--- config.mk ---
export PLATFORM = sky130hd
export DESIGN_NAME = system_reset_sequencer
export DESIGN_NICKNAME = d
export VERILOG_FILES = /design/src/inc/reset_seq_pkg.sv /design/src/rtl/us_tick_divider.sv /design/src/rtl/system_reset_sequencer.sv
export SDC_FILE = /design/constraint.sdc
export NUM_CORES = 1
export LEC_CHECK = 0
export ABC_AREA = 1
export BUFFER_PORTS_ARGS = -buffer_cell sky130_fd_sc_hd__buf_2
export CORE_ASPECT_RATIO = 0.8
export CORE_MARGIN = 2
export CORE_UTILIZATION = 45
export CTS_CLUSTER_SIZE = 20
export DETAILED_ROUTE_END_ITERATION = 10
export PLACE_DENSITY = 0.65
export SLEW_MARGIN = 20
export SYNTH_ARGS = -nofsm -noshare
export SYNTH_HDL_FRONTEND = slang
export SYNTH_HIERARCHICAL = 1
export SYNTH_SLANG_ARGS = --single-unit
--- constraint.sdc ---
create_clock -name clock -period 1.8 [get_ports clock]
set_input_delay 0.36 -clock clock [delete_from_list [all_inputs] [get_ports clock]]
set_output_delay 0.36 -clock clock [all_outputs]
set_load 0.02 [all_outputs]
--- src/inc/reset_seq_pkg.sv ---
// constants and types shared by the reset sequencer files
package reset_seq_pkg;

    localparam int CLOCK_HZ       = 40_000_000;
    localparam int US_TICK_CYCLES = CLOCK_HZ / 1_000_000;

    // power-on hold, typical figure, in 1 us ticks
    localparam int POR_DELAY_MS   = 10;
    localparam int POR_DELAY_US   = POR_DELAY_MS * 1000;

    // release delay for every source other than power-on
    localparam int RST_DELAY_US     = 50;
    localparam int RST_DELAY_CYCLES = RST_DELAY_US * US_TICK_CYCLES;

    // missing clock trigger frequency, in tenths of kHz (7.5 kHz)
    localparam int MCD_TRIG_KHZ_X10 = 75;
    localparam int MCD_GAP_CYCLES   =
        (CLOCK_HZ * 10) / (MCD_TRIG_KHZ_X10 * 1000);

    // pin reads are ignored this long after the device stops driving it
    localparam logic [1:0] PIN_BLANK_CYCLES = 2'h3;

    localparam logic [7:0]  BOOT_SIGNATURE = 8'ha5;
    localparam logic [15:0] RESET_VECTOR   = 16'h0000;

    // port defaults: latch value, open-drain, weak pull-up
    localparam logic [2:0] PORT_DEFAULTS = 3'h7;

    localparam int NUM_SOURCES = 8;
    localparam int SRC_POR     = 0;
    localparam int SRC_PIN     = 1;
    localparam int SRC_CMP     = 2;
    localparam int SRC_SW      = 3;
    localparam int SRC_SUPPLY  = 4;
    localparam int SRC_WDT     = 5;
    localparam int SRC_MCD     = 6;
    localparam int SRC_FLASH   = 7;

    typedef enum logic [1:0] {
        ST_HOLD  = 2'b00,
        ST_DELAY = 2'b01,
        ST_START = 2'b11,
        ST_RUN   = 2'b10
    } seq_state_t;

endpackage

--- src/rtl/us_tick_divider.sv ---
// divider that yields a one-cycle enable pulse every DIVIDE clocks
module us_tick_divider
    import reset_seq_pkg::*;
#(
    parameter int DIVIDE = US_TICK_CYCLES
)(
    input  wire logic clock,
    input  wire logic reset,
    output logic      tick
);

    typedef struct packed {
        logic [15:0] count;
        logic        tick;
    } div_regs_t;

    div_regs_t q;
    div_regs_t d;

    if (DIVIDE < 2 || DIVIDE > 65535)
    begin
        $error("us_tick_divider: DIVIDE out of range");
    end

    always_comb
    begin
        d = q;
        d.tick = (q.count == 16'h0000);
        if (q.count == 16'h0000)
            d.count = 16'(DIVIDE - 1);
        else
            d.count = q.count - 16'h0001;
    end

    always_ff @(posedge clock)
    begin
        if (reset)
            q <= '0;
        else
            q <= d;
    end

    assign tick = q.tick;

endmodule

--- src/rtl/system_reset_sequencer.sv ---
// reset source collection, hold and release sequencing
module system_reset_sequencer
    import reset_seq_pkg::*;
#(
    parameter int          POR_TICKS   = POR_DELAY_US,
    parameter int          MCD_GAP     = MCD_GAP_CYCLES,
    parameter logic [15:0] BOOT_VECTOR = 16'hfc00
)(
    input  wire logic        clock,
    input  wire logic        reset,
    input  wire logic        power_good_async,
    input  wire logic        supply_ok_async,
    input  wire logic        external_reset_pin_n,
    input  wire logic        core_clock_toggle_async,
    input  wire logic        comparator_reset_req,
    input  wire logic        software_reset_req,
    input  wire logic        watchdog_timeout,
    input  wire logic        flash_error,
    input  wire logic        missing_clock_enable,
    input  wire logic        retention_enable,
    input  wire logic [7:0]  bootloader_signature,
    output logic             core_halt,
    output logic             module_reset,
    output logic             por_only_reset,
    output logic             port_force_safe,
    output logic             port_latch_value,
    output logic             port_open_drain,
    output logic             port_weak_pullup,
    output logic             analog_hold,
    output logic             interrupts_timers_off,
    output logic             ram_write_block,
    output logic             reset_pin_out,
    output logic             reset_pin_oe_n,
    output logic             pc_clear,
    output logic             clock_select_internal,
    output logic             watchdog_enable,
    output logic             fetch_start,
    output logic [15:0]      fetch_vector,
    output logic [7:0]       reset_cause
);

    localparam int SYNC_PG  = 0;
    localparam int SYNC_SOK = 1;
    localparam int SYNC_PIN = 2;
    localparam int SYNC_CLK = 3;

    typedef struct packed {
        seq_state_t  st;
        logic [15:0] cnt;
        logic [15:0] mcd_cnt;
        logic [1:0]  blank;
        logic        por;
        logic [3:0]  sync1;
        logic [3:0]  sync2;
        logic        clk_prev;
        logic [7:0]  cause;
        logic        halt;
        logic        mod_rst;
        logic        por_rst;
        logic        force_safe;
        logic        hold_analog;
        logic        irq_off;
        logic        ram_block;
        logic        pin_oe_n;
        logic        pc_clr;
        logic        clk_int;
        logic        wdt_en;
        logic        fetch;
        logic [2:0]  port_def;
        logic [15:0] vector;
    } regs_t;

    localparam regs_t REGS_RESET = '{
        st:          ST_HOLD,
        por:         1'b1,
        sync1:       4'h4,
        sync2:       4'h4,
        cause:       8'h01,
        halt:        1'b1,
        mod_rst:     1'b1,
        por_rst:     1'b1,
        force_safe:  1'b1,
        irq_off:     1'b1,
        ram_block:   1'b1,
        clk_int:     1'b1,
        port_def:    PORT_DEFAULTS,
        vector:      RESET_VECTOR,
        default:     '0
    };

    // a full tick count: the first tick may come right after loading
    localparam logic [15:0] POR_LOAD = 16'(POR_TICKS);
    localparam logic [15:0] RST_LOAD = 16'(RST_DELAY_CYCLES - 1);
    localparam logic [15:0] MCD_LIM  = 16'(MCD_GAP);

    if (POR_TICKS < 1 || POR_TICKS > 65535)
    begin
        $error("system_reset_sequencer: POR_TICKS out of range");
    end
    if (MCD_GAP < 2 || MCD_GAP > 65535)
    begin
        $error("system_reset_sequencer: MCD_GAP out of range");
    end

    regs_t                  q;
    regs_t                  d;
    logic                   tick;
    logic [NUM_SOURCES-1:0] src;
    logic                   any_src;
    logic                   pin_mask;
    logic                   clk_edge;
    logic                   mcd_trip;
    logic                   step;
    logic                   keep;
    logic                   halt_d;

    // time base for the long power-on hold
    us_tick_divider #(
        .DIVIDE (US_TICK_CYCLES)
    ) u_tick (
        .clock  (clock),
        .reset  (reset),
        .tick   (tick)
    );

    always_comb
    begin
        d = q;

        // pad-side levels pass two flops before use
        d.sync1 = {core_clock_toggle_async, external_reset_pin_n,
                   supply_ok_async, power_good_async};
        d.sync2 = q.sync1;
        d.clk_prev = q.sync2[SYNC_CLK];
        clk_edge = q.sync2[SYNC_CLK] ^ q.clk_prev;

        // own drive of the pin and its settling must not re-trigger
        pin_mask = ~q.pin_oe_n | (q.blank != 2'h0);

        // missing clock: no core clock edge for a trigger period
        mcd_trip = (q.mcd_cnt == MCD_LIM);
        if (q.st != ST_RUN || !missing_clock_enable || clk_edge)
            d.mcd_cnt = 16'h0000;
        else if (!mcd_trip)
            d.mcd_cnt = q.mcd_cnt + 16'h0001;

        src[SRC_POR]    = ~q.sync2[SYNC_PG];
        src[SRC_PIN]    = ~q.sync2[SYNC_PIN] & ~pin_mask;
        src[SRC_CMP]    = comparator_reset_req;
        src[SRC_SW]     = software_reset_req;
        src[SRC_SUPPLY] = ~q.sync2[SYNC_SOK];
        src[SRC_WDT]    = watchdog_timeout;
        src[SRC_MCD]    = mcd_trip;
        src[SRC_FLASH]  = flash_error;
        any_src = |src;

        // power-on hold steps in microseconds, the others in cycles
        step = q.por ? tick : 1'b1;

        case (q.st)
            ST_HOLD:
            begin
                if (!any_src)
                begin
                    d.st = ST_DELAY;
                    d.cnt = q.por ? POR_LOAD : RST_LOAD;
                end
            end
            ST_DELAY:
            begin
                if (any_src)
                    d.st = ST_HOLD;
                else if (q.cnt == 16'h0000)
                    d.st = ST_START;
                else if (step)
                    d.cnt = q.cnt - 16'h0001;
            end
            ST_START:
            begin
                if (any_src)
                    d.st = ST_HOLD;
                else
                    d.st = ST_RUN;
            end
            ST_RUN:
            begin
                if (any_src)
                    d.st = ST_HOLD;
            end
            default:
            begin
                d.st = ST_HOLD;
            end
        endcase

        d.por = (q.por & (d.st != ST_RUN)) | src[SRC_POR];

        // causes of the current reset; a new entry from run starts over
        if (q.st == ST_RUN && any_src)
            d.cause = src;
        else
            d.cause = q.cause | src;

        halt_d = (d.st == ST_HOLD) || (d.st == ST_DELAY);
        keep = retention_enable & ~d.por;

        d.halt = halt_d;
        d.mod_rst = halt_d;
        d.por_rst = halt_d & d.por;
        d.force_safe = halt_d & ~keep;
        d.hold_analog = halt_d & keep;
        d.irq_off = halt_d;
        // core writes are blocked, RAM itself is never cleared
        d.ram_block = halt_d;
        d.port_def = PORT_DEFAULTS;
        d.pin_oe_n = ~(halt_d & (d.por | d.cause[SRC_SUPPLY]));

        if (!d.pin_oe_n)
            d.blank = PIN_BLANK_CYCLES;
        else if (q.blank != 2'h0)
            d.blank = q.blank - 2'h1;

        d.pc_clr = (d.st == ST_START);
        d.clk_int = halt_d | (d.st == ST_START);
        d.wdt_en = (d.st == ST_START);
        d.fetch = (d.st == ST_START);
        if (d.st == ST_START)
        begin
            if (bootloader_signature == BOOT_SIGNATURE)
                d.vector = BOOT_VECTOR;
            else
                d.vector = RESET_VECTOR;
        end
    end

    always_ff @(posedge clock)
    begin
        if (reset)
            q <= REGS_RESET;
        else
            q <= d;
    end

    assign core_halt             = q.halt;
    assign module_reset          = q.mod_rst;
    assign por_only_reset        = q.por_rst;
    assign port_force_safe       = q.force_safe;
    assign port_latch_value      = q.port_def[2];
    assign port_open_drain       = q.port_def[1];
    assign port_weak_pullup      = q.port_def[0];
    assign analog_hold           = q.hold_analog;
    assign interrupts_timers_off = q.irq_off;
    assign ram_write_block       = q.ram_block;
    assign reset_pin_out         = q.pin_oe_n;
    assign reset_pin_oe_n        = q.pin_oe_n;
    assign pc_clear              = q.pc_clr;
    assign clock_select_internal = q.clk_int;
    assign watchdog_enable       = q.wdt_en;
    assign fetch_start           = q.fetch;
    assign fetch_vector          = q.vector;
    assign reset_cause           = q.cause;

    // cycles spent in the release delay, for the checks below
    logic [31:0] dly_obs_q;

    always_ff @(posedge clock)
    begin
        if (reset)
            dly_obs_q <= '0;
        else if (q.st == ST_DELAY)
            dly_obs_q <= dly_obs_q + 32'h1;
        else if (q.st != ST_START)
            dly_obs_q <= '0;
    end
endmodule

# --- Word level (Yosys, flattened, before mapping) ---
# Index checks and enable logic that the tools add are counted.
classes:
  mul: 0
  n_lt_le_gt_ge: 0
  n_div: 0
  eq_ne: 13
  add_sub_neg: 4
  reduce_logical: 16
  shift: 0
  bitwise: 21
  n_mux: 17
ops:
  columns: ["op", "n"]
  rows:
  - ["$mux 16", 4]
  - ["$logic_not 16->1", 2]
  - ["$pmux 16 s2", 1]
  - ["$sub 16x1->16 const B", 2]
  - ["$mux 18", 1]
  - ["$add 16x1->16 const B", 1]
  - ["$eq 16x13->1 const B", 1]
  - ["$mux 14", 1]
  - ["$mux 2", 6]
  - ["$ne 2x2->1 const B", 6]
  - ["$eq 8x8->1 const B", 1]
  - ["$mux 8", 1]
  - ["$not 1->1", 8]
  - ["$or 8x8->8", 1]
  - ["$pmux 2 s4", 1]
  - ["$reduce_or 8->1", 1]
  - ["$and 1x1->1", 7]
  - ["$eq 2x2->1 const B", 3]
  - ["$mux 6", 1]
  - ["$reduce_bool 2->1", 3]
  - ["$reduce_and 5->1", 1]
  - ["$eq 2x1->1 const B", 2]
  - ["$logic_not 2->1", 2]
  - ["$or 1x1->1", 4]
  - ["other kinds (7)", 10]
word_totals:
  rom_bits: 0
  register_bits: 97
  inputBits: 20
  word_cells: 92
  ram_bits: 0
  memories: 0
  latch_bits: 0
  out_inout_bits: 40

# --- Logic depth before layout (Yosys ltp) ---
# Gate-level depths: netlist of run 1.
depth:
  ltp_word: 14
  mapped_depth: 16
  mapped_depth_nobuf: 16

# --- Hierarchy ---
# The synthesis of run 1 kept the hierarchy.
by_module_without_submodules:
  columns: ["mod", "cells_per_inst", "area_each_um2", "n_inst", "seq_area_each_um2"]
  rows:
  - ["system_reset_sequencer", 429, 3194.3, 1, 1241.2]
  - ["us_tick_divider", 124, 904.6, 1, 340.3]

# --- Worst setup path before layout of run 1 ---
# OpenSTA, ideal clock, no wires.
synth_timing:
  kind: "register to register"
  start: "register q[49] (netlist name)"
  end: "register q (netlist bit por_only_reset)"
  n_path_buf: 0
  slack_ps: 232
  required_ps: 1691
  setup_ps: 109
  t_arrival_ps: 1459
  period_less_slack_ps: 1568
  stages_incl_launch_ff: 13
  path_cell_list: "dfxtp_1 > inv_1 > ha_1 > nand2_1 > nor2_1 > nor2_4 > nand3_1 > a21oi_2 > inv_1 > nor2_1 > inv_1 > nand2_1 > inv_1"
synth_between:
  elab_chain_len: 11
  elab_cells_between_ends: 17
  classes_between: "2 x eq/ne; 5 x mux; 6 x bitwise; 4 x reduce/logical"
synth_rtl:
  columns: ["element", "line", "rtl"]
  rows:
  - ["start, declared", "system_reset_sequencer.sv:105", "regs_t q;"]
  - ["start signal, assigned", "system_reset_sequencer.sv:239", "q <= REGS_RESET;"]
  - ["start signal, assigned", "system_reset_sequencer.sv:241", "q <= d;"]
  - ["$reduce_bool 2->1 *", "system_reset_sequencer.sv:138", "pin_mask = ~q.pin_oe_n | (q.blank != 2'h0);"]
  - ["$or 1x1->1 *", "system_reset_sequencer.sv:138", null]
  - ["$not 1->1 *", "system_reset_sequencer.sv:148", "src[SRC_PIN] = ~q.sync2[SYNC_PIN] & ~pin_mask;"]
  - ["$and 1x1->1 *", "system_reset_sequencer.sv:148", null]
  - ["$reduce_or 8->1 *", "system_reset_sequencer.sv:155", "any_src = |src;"]
  - ["$mux 2 (tied with other cells)", "system_reset_sequencer.sv:187", "if (any_src)"]
  - ["$pmux 2 s4 *", "system_reset_sequencer.sv:160", "case (q.st)"]
  - ["$ne 2x2->1", "system_reset_sequencer.sv:196", "d.por = (q.por & (d.st != ST_RUN)) | src[SRC_POR];"]
  - ["$and 1x1->1", "system_reset_sequencer.sv:196", null]
  - ["$or 1x1->1", "system_reset_sequencer.sv:196", null]
  - ["$and 1x1->1 *", "system_reset_sequencer.sv:209", "d.por_rst = halt_d & d.por;"]
# Every way passes the cells marked *; elsewhere a longest branch is shown, timed or not. The select of a mux whose other input is x is not followed.
# A chain may end at the register's enable or synchronous reset.

# --- Final worst setup path of run 1 ---
# Same ends and word-level chain as after synthesis.

==> out/qor.yml, run 1 <==
status:
  run_status: "finished clean"
sta:
  slew_viol_final: 0
  setup_tns_ns: 0
  period_share: 0.931
  whs_ns: 0.193
  rsz0062_at_grt: "true"
  setup_viol: 0
  report.final.hold_viol_count: 0
  clock_skew_ns: 0.00884
  finalCriticalPeriod_ns: 1.68
  fmax_mhz: 597
layout:
  multi_input_area_mm2: 0.00206
  drive_gt1_frac: 0.239
  syn_to_final_growth_pct: 13.0
  finalInstanceArea_mm2: 0.00463
  regArea_mm2: 0.00159
  n_antenna_cell: 0
  layout.nets: 618
  fillers: 864
worst_setup_path:
  crit_path_end: "por_only_reset"
  reg2reg_depth: 14
  reg2reg_to: "por_only_reset"
  start_kind: "register"
  crit_buf_inv: 5
  cp_max_fo: 6
  worstSetupPathType: "register to register"
  crit_slowest_cell: "dfxtp_2"
  end_kind: "register"
  path_cells: "inv_1 > ha_2 > nand2_1 > nor2_2 > nor2_4 > nand2_8 > inv_6 > nand3_4 > nand2_2 > inv_2 > nor2_4 > inv_2 > nand2_1 > inv_1"
  cp.required_ns: 2.04
  r2r_start: "q[49]"
  cp.arrival_ns: 1.92
  cp_num_cells: 14
  cp_top_family: "simple AND/OR/NAND/NOR gates"
  crit_path_start: "q[49]"
  reg2reg_slack_ns: 0.12
  slowest_delay_ns: 0.33
logic_synthesis:
  syn_avg_cell_area_um2: 7.41
  synthArstFlopShare: 0
  synthCells: 553
  synth.area.top_cells: "dfxtp_1 39%, nand2_1 9.2%, nor2_1 8.2%, buf_4 6.0%, inv_1 4.9%"
  synth_largest_area_cell: "dfxtp_1"
  ys_seq_elements: 79
  yosysMostFrequentCell: "nand2_1"
  synth_top_area_share: 0.386
  synthDistinctLibCells: 44
  synth_ff_type: "dfxtp_1"
  synthTopCellsByCount: "100 x nand2_1, 90 x nor2_1, 79 x dfxtp_1"
  yosysSeqAreaShare: 0.386
  ys_warn_count: 6
  netlist_area_mm2: 0.00410
  synth-edff-count: 0
cts:
  cts_root_buf: "clkbuf_16"
  clkSinkCount: 79
  cts_tree: "yes"
  cts-buffers-inserted: 9
  htree_levels: 3
  clkTransAtPathRegs_ns: 0.06
  clockBufferDepth: 2
  postCtsHoldBufs: 0
  clk_latency_ns: 0.34
power:
  total_power_w: 0.00468
  power_density_mw_per_mm2: 1010
  ir_drop_mv: 0.550
  p_leak_nw: 2.09
route:
  vias: 3396
  wl_per_cell_um: 11.3
  ant_nets: 0
  viasPerCell: 4.76
  firstDrtPassIters: 4
  route.detailed.drc: 0
  routed_wl_um: 8080
  drtIter0Drc: 176
grt:
  grt_pass1_vias: 2970
  grt_max_degree: 43
  grt_pass1_wl_um: 13300
  grt-ovfl-total: 0
  antenna_found_initial: 0
  grtUsageTotal: 0.167
floorplanning:
  core_area_mm2: 0.00896
  dieArea_mm2: 0.00989
  initial_core_util: 0.457
  row_count: 31
  top_level_ports: 60
  die_h_um: 89.4
  die_x_um: 111
min_path:
  hold_class: "primary input to register"
place:
  dp.final_hpwl_um: 5960
  placed_area_mm2: 0.00427
  port_buffers: 46
  gp_congestion: 0.923
run:
  drv_cap: 0
## worst min-delay path by stage
stage | depth (start not counted) | from | to | slack [ns]
2_1_floorplan | 2 | d[43] | d[39] | 0.39
3_3_place_gp | 1 | d[42] | q[42] | 0.39
3_5_place_dp | 2 | d[43] | d[39] | 0.40
4_1_cts | 2 | external_reset_pin_n | d[42] | 0.19
5_1_grt | 2 | external_reset_pin_n | d[42] | 0.19
6_report | 2 | external_reset_pin_n | d[42] | 0.19
## cell type report
type                    instances  share of cell area
flip-flops and latches         79               0.342
clock buffers                   9              0.0486
repair buffers                 59              0.0708
multi-input cells             384               0.444
clock inverters                 7              0.0135
inverters                      60              0.0497
well taps                     115              0.0311
## per-stage QoR
| step | std cells | setup slack [ns] | utilization |
|---|---|---|---|
| global placement | 694 | 0.145 | 0.477 |
| finish | 713 | 0.125 | 0.517 |
| CTS | 710 | 0.00753 | 0.509 |
| global route | 713 | -0.0294 | 0.517 |
| floorplan | 564 | 0.232 | - |
| detailed placement | 694 | 0.0503 | 0.477 |
## what timing repair did
item / in CTS / in global routing
endpoints found under the hold margin: 0 / 0
endpoints found under the setup margin: 0 / 16
gates resized for setup: 0 / 13
setup buffers: 0 / 3
## cell usage in the layout (no fill, tap or decap), types with 12 or more instances in the layout
| cell | n |
|---|---|
| inv_1 | 53 |
| nor3_1 | 12 |
| o21ai_0 | 15 |
| nand2_1 | 99 |
| nand2_2 | 12 |
| dfxtp_1 | 76 |
| a21oi_1 | 38 |
| nor2_1 | 89 |
| conb_1 | 13 |
| nand3_1 | 20 |
| buf_2 | 46 |
| buf_4 | 13 |
## sequential cells by signal (all words and copies together) (netlist names), 5 cells and up
signal and count:
d 5, q 41, reset_cause 8, u_tick/q 16
## cells by family after synthesis
kind of cell / Yosys count / share of synthesized area
AOI/OAI and AO/OA: 78 / 0.111
buffers and inverters: 101 / 0.133
adders and majority gates: 5 / 0.0153
other: 2 / 0.00183
and+or+nand+nor: 273 / 0.321
DFF: 79 / 0.386
xor gates and xnor gates: 15 / 0.0321
## routing by layer
layer  global-route usage  up-vias  wire length [um]
li1                     -     1777                 -
met3               0.0502        8               355
met5                    0        -                 0
met1                0.217     1554              4100
met2                0.267       57              3540
met4               0.0602        0                85
## power breakdown
group | switching, W | leakage (nW) | internal [W] | total (W)
clock network | 0.000796 | 0.139 | 0.000960 | 0.00176
registers | 0.0000968 | 0.645 | 0.00187 | 0.00196
logic | 0.000626 | 1.30 | 0.000336 | 0.000963
total | 0.00152 | 2.09 | 0.00316 | 0.00468
Note: power is estimated with default switching activity, not from simulation.
==> run 2: changes to the inputs <==
Settings changed: ABC_AREA 1 to unset, GPL_TIMING_DRIVEN set to 0, PLACE_DENSITY 0.65 to 0.66.
==> run 2 against run 1 <==
Against the previous run:
- the run now ends with setup timing left
- final area up 7.5%
- largest cell class unchanged
- largest power group unchanged
- global-route usage up 4.0 points
- sequential share of layout area down 2.1 points
- synthesized cell count down 23%
- wire length up 15%
- first-iteration DRC count down 1.7%
==> out/qor.yml, run 2 <==
status:
  run_status: "finished with violations"
  violations: "setup timing"
layout:
  layout.nets: 547  # -11%
  largest_register: "q"
  final_cell_mix: "69 x dfxtp_1, 59 x buf_4, 48 x nor2_1"
  drive_gt1_frac: 0.382  # +0.143
  n_antenna_cell: 0  # unchanged
  largest_reg_flops: 41  # unchanged
  finalInstanceArea_mm2: 0.00498  # +7.5%
  syn_to_final_growth_pct: 29.0
  final_common_cell: "dfxtp_1"
route:
  drtIter0Drc: 173  # -1.7%
  vias: 3397  # +0.029%
  wl_per_cell_um: 14.6  # +29%
  firstDrtPassIters: 4  # unchanged
  ant_nets: 0  # unchanged
  routed_wl_um: 9300  # +15%
  viasPerCell: 5.32  # +12%
  route.detailed.drc: 0  # unchanged
place:
  dp.final_hpwl_um: 6290  # +5.4%
  gp_congestion: 0.841  # -8.9%
  placed_area_mm2: 0.00429  # +0.35%
  dp_slack_ns: -0.493  # -0.543 ns
  port_buffers: 45  # -2.2%
cts:
  cts_root_buf: "clkbuf_8"
  cts_tree: "yes"
  clkTransAtPathRegs_ns: 0.08  # +0.02 ns
  htree_levels: 3  # unchanged
  postCtsHoldBufs: 0  # unchanged
  clockBufferDepth: 2  # unchanged
  clkSinkCount: 79  # unchanged
  cts-buffers-inserted: 9  # unchanged
  clk_latency_ns: 0.36  # +0.02 ns
floorplanning:
  top_level_ports: 60  # unchanged
  row_count: 30  # -3.2%
  die_h_um: 86.8  # -2.8%
  initial_core_util: 0.459  # +0.00145
  die_x_um: 108  # -2.9%
  dieArea_mm2: 0.00934  # -5.6%
  core_area_mm2: 0.00841  # -6.2%
grt:
  grtUsageTotal: 0.206  # +0.0398
  grt_pass1_vias: 3130  # +5.4%
  grt_pass1_wl_um: 15100  # +13%
  grt_max_degree: 13  # -70%
  grt-ovfl-total: 0  # unchanged
  antenna_found_initial: 0  # unchanged
sta:
  report.final.hold_viol_count: 0  # unchanged
  finalCriticalPeriod_ns: 2.07  # +0.390 ns
  period_share: 1.15  # +0.217
  tightest_slew_ns: 0.666
  layout_setup_ws_ns: -0.266  # -0.390 ns
  clock_skew_ns: 0.00908  # +0.000236 ns
  setup_viol: 17  # +17
  setup_tns_ns: -3.33  # -3.33 ns
  fmax_mhz: 484  # -19%
  max_slew_margin: 0.552
  slew_viol_final: 0  # unchanged
  rsz0062_at_grt: "true"
logic_synthesis:
  muxShareOfSynthArea: 0.00551  # +0.00551
  synth_largest_area_cell: "dfxtp_1"
  synthAdderAreaFrac: 0.0162  # +0.000950
  yosysMostFrequentCell: "dfxtp_1"
  synth.area.top_cells: "dfxtp_1 41%, buf_4 6.8%, nor2_1 5.1%, a21oi_1 3.6%, xor2_1 3.2%"
  synth_top_area_share: 0.410  # +0.0240
  synth_xor_area_frac: 0.0545  # +0.0224
  synthCells: 428  # -23%
  synth-edff-count: 0  # unchanged
  ys_warn_count: 6  # unchanged
  synth_top_family_by_area: "simple AND/OR/NAND/NOR gates"
  synthTopCellsByCount: "79 x dfxtp_1, 52 x nor2_1, 35 x buf_4"
  syn_avg_cell_area_um2: 9.02  # +22%
  synth_ff_type: "dfxtp_1"
  synth-compound-area-share: 0.133  # +0.0219
  netlist_area_mm2: 0.00386  # -5.9%
  synthArstFlopShare: 0  # unchanged
  synth-simple-area-share: 0.273  # -0.0472
  ys_seq_elements: 79  # unchanged
  synthDistinctLibCells: 66  # +50%
  yosysSeqAreaShare: 0.410  # +0.0240
power:
  total_power_w: 0.00436  # -6.9%
  clock_power_share: 0.261  # -0.114
  power_density_mw_per_mm2: 875  # -13%
  switchingPower_w: 0.00135  # -11%
  ir_drop_mv: 0.725  # +32%
  combinationalPowerShare: 0.256  # +0.050
  p_int_w: 0.00300  # -5.0%
  p_leak_nw: 2.01  # -3.6%
  p_sw_frac: 0.311  # -0.0140
  seqPwrFrac: 0.482  # +0.063
worst_setup_path:
  r2r_start: "q[82]"
  cp_max_fo: 10  # +4
  crit_path_start: "q[82]"
  end_kind: "register"
  worstSetupPathType: "register to register"
  start_kind: "register"
  cp.required_ns: 2.08  # +0.04 ns
  cp.arrival_ns: 2.35  # +0.43 ns
run:
  drv_cap: 0  # unchanged
min_path:
  hp-start: "retention_enable"
  hold_class: "primary input to register"
## run 2: cell count changes after synthesis, moves of 11 or more
cell / before / now
nand2_1: 100 / 20
inv_1: 53 / 12
nor2_1: 90 / 52
o21ai_0: 16 / 3
a21oi_1: 39 / 28
## run 2: cell type report
class | count | area [um2]
Clock buffer | 11 | 141
Buffer | 49 | 375
Fill cell | 743 | 3430
Tap cell | 112 | 140
Timing Repair Buffer | 73 | 450
Inverter | 13 | 55.1
Multi-Input combinational cell | 297 | 2190
Sequential cell | 79 | 1600
Clock inverter | 4 | 22.5
## run 2: per-stage QoR
step | hold slack, ns | std cells | util
6_report | 0.194 | 638 | 0.592
2_1_floorplan | 0.389 | 439 | -
5_1_grt | 0.173 | 638 | 0.592
3_5_place_dp | 0.424 | 596 | 0.510
4_1_cts | 0.178 | 622 | 0.565
3_3_place_gp | 0.421 | 596 | 0.510
## run 2: timing repair
| item | CTS | global route |
|---|---|---|
| pin swaps | 11 | 12 |
| setup buffers | 11 | 18 |
| resized for setup | 50 | 29 |
| endpoints found under the setup margin | 45 | 51 |
| hold endpoints to repair | 0 | 0 |
| cloned | 0 | 0 |
## run 2: kinds of logic after synthesis
family                   count (synthesis)
AND/OR/NAND/NOR                        177
flip-flops                              79
AO/OA/AOI/OAI                           76
buffers and inverters                   63
XOR/XNOR                                24
adder cells (fa/ha/maj)                  5
other                                    2
multiplexers                             2
## run 2: routing by layer
metal | routed length [um] | share of wire | vias to the layer above | GRT usage
met5 | 0 | 0 | - | 0
met2 | 4460 | 0.48 | 106 | 0.312
met1 | 4080 | 0.44 | 1594 | 0.266
li1 | - | - | 1677 | -
met3 | 598 | 0.064 | 20 | 0.0744
met4 | 154 | 0.017 | 0 | 0.0897
## run 2: worst paths after layout
check                                       end  slack (ns)  cells past startpoint
worst min-delay path            port_force_safe        0.19                      2
worst max register to register            q[67]       -0.27                      7
worst min register to register   reset_cause[4]        0.43                      1
worst max-delay path                      q[67]       -0.27                      7
## run 2: worst max-delay path, cell delays in order (launching register included)
cell and delay, ns:
dfxtp_2 0.34, or4_4 0.57, nor4_4 0.33, o21a_2 0.23
buf_6 0.15, buf_12 0.14, o31ai_1 0.09, a21oi_2 0.14
## run 2: power groups by stage
stage	clock network (W)	registers, W	logic [W]
2_1_floorplan	0	0.00210	0.000793
3_3_place_gp	0	0.00212	0.000935
3_5_place_dp	0	0.00213	0.000945
4_1_cts	0.00117	0.00210	0.000974
5_1_grt	0.00125	0.00213	0.00125
6_report	0.00114	0.00210	0.00112
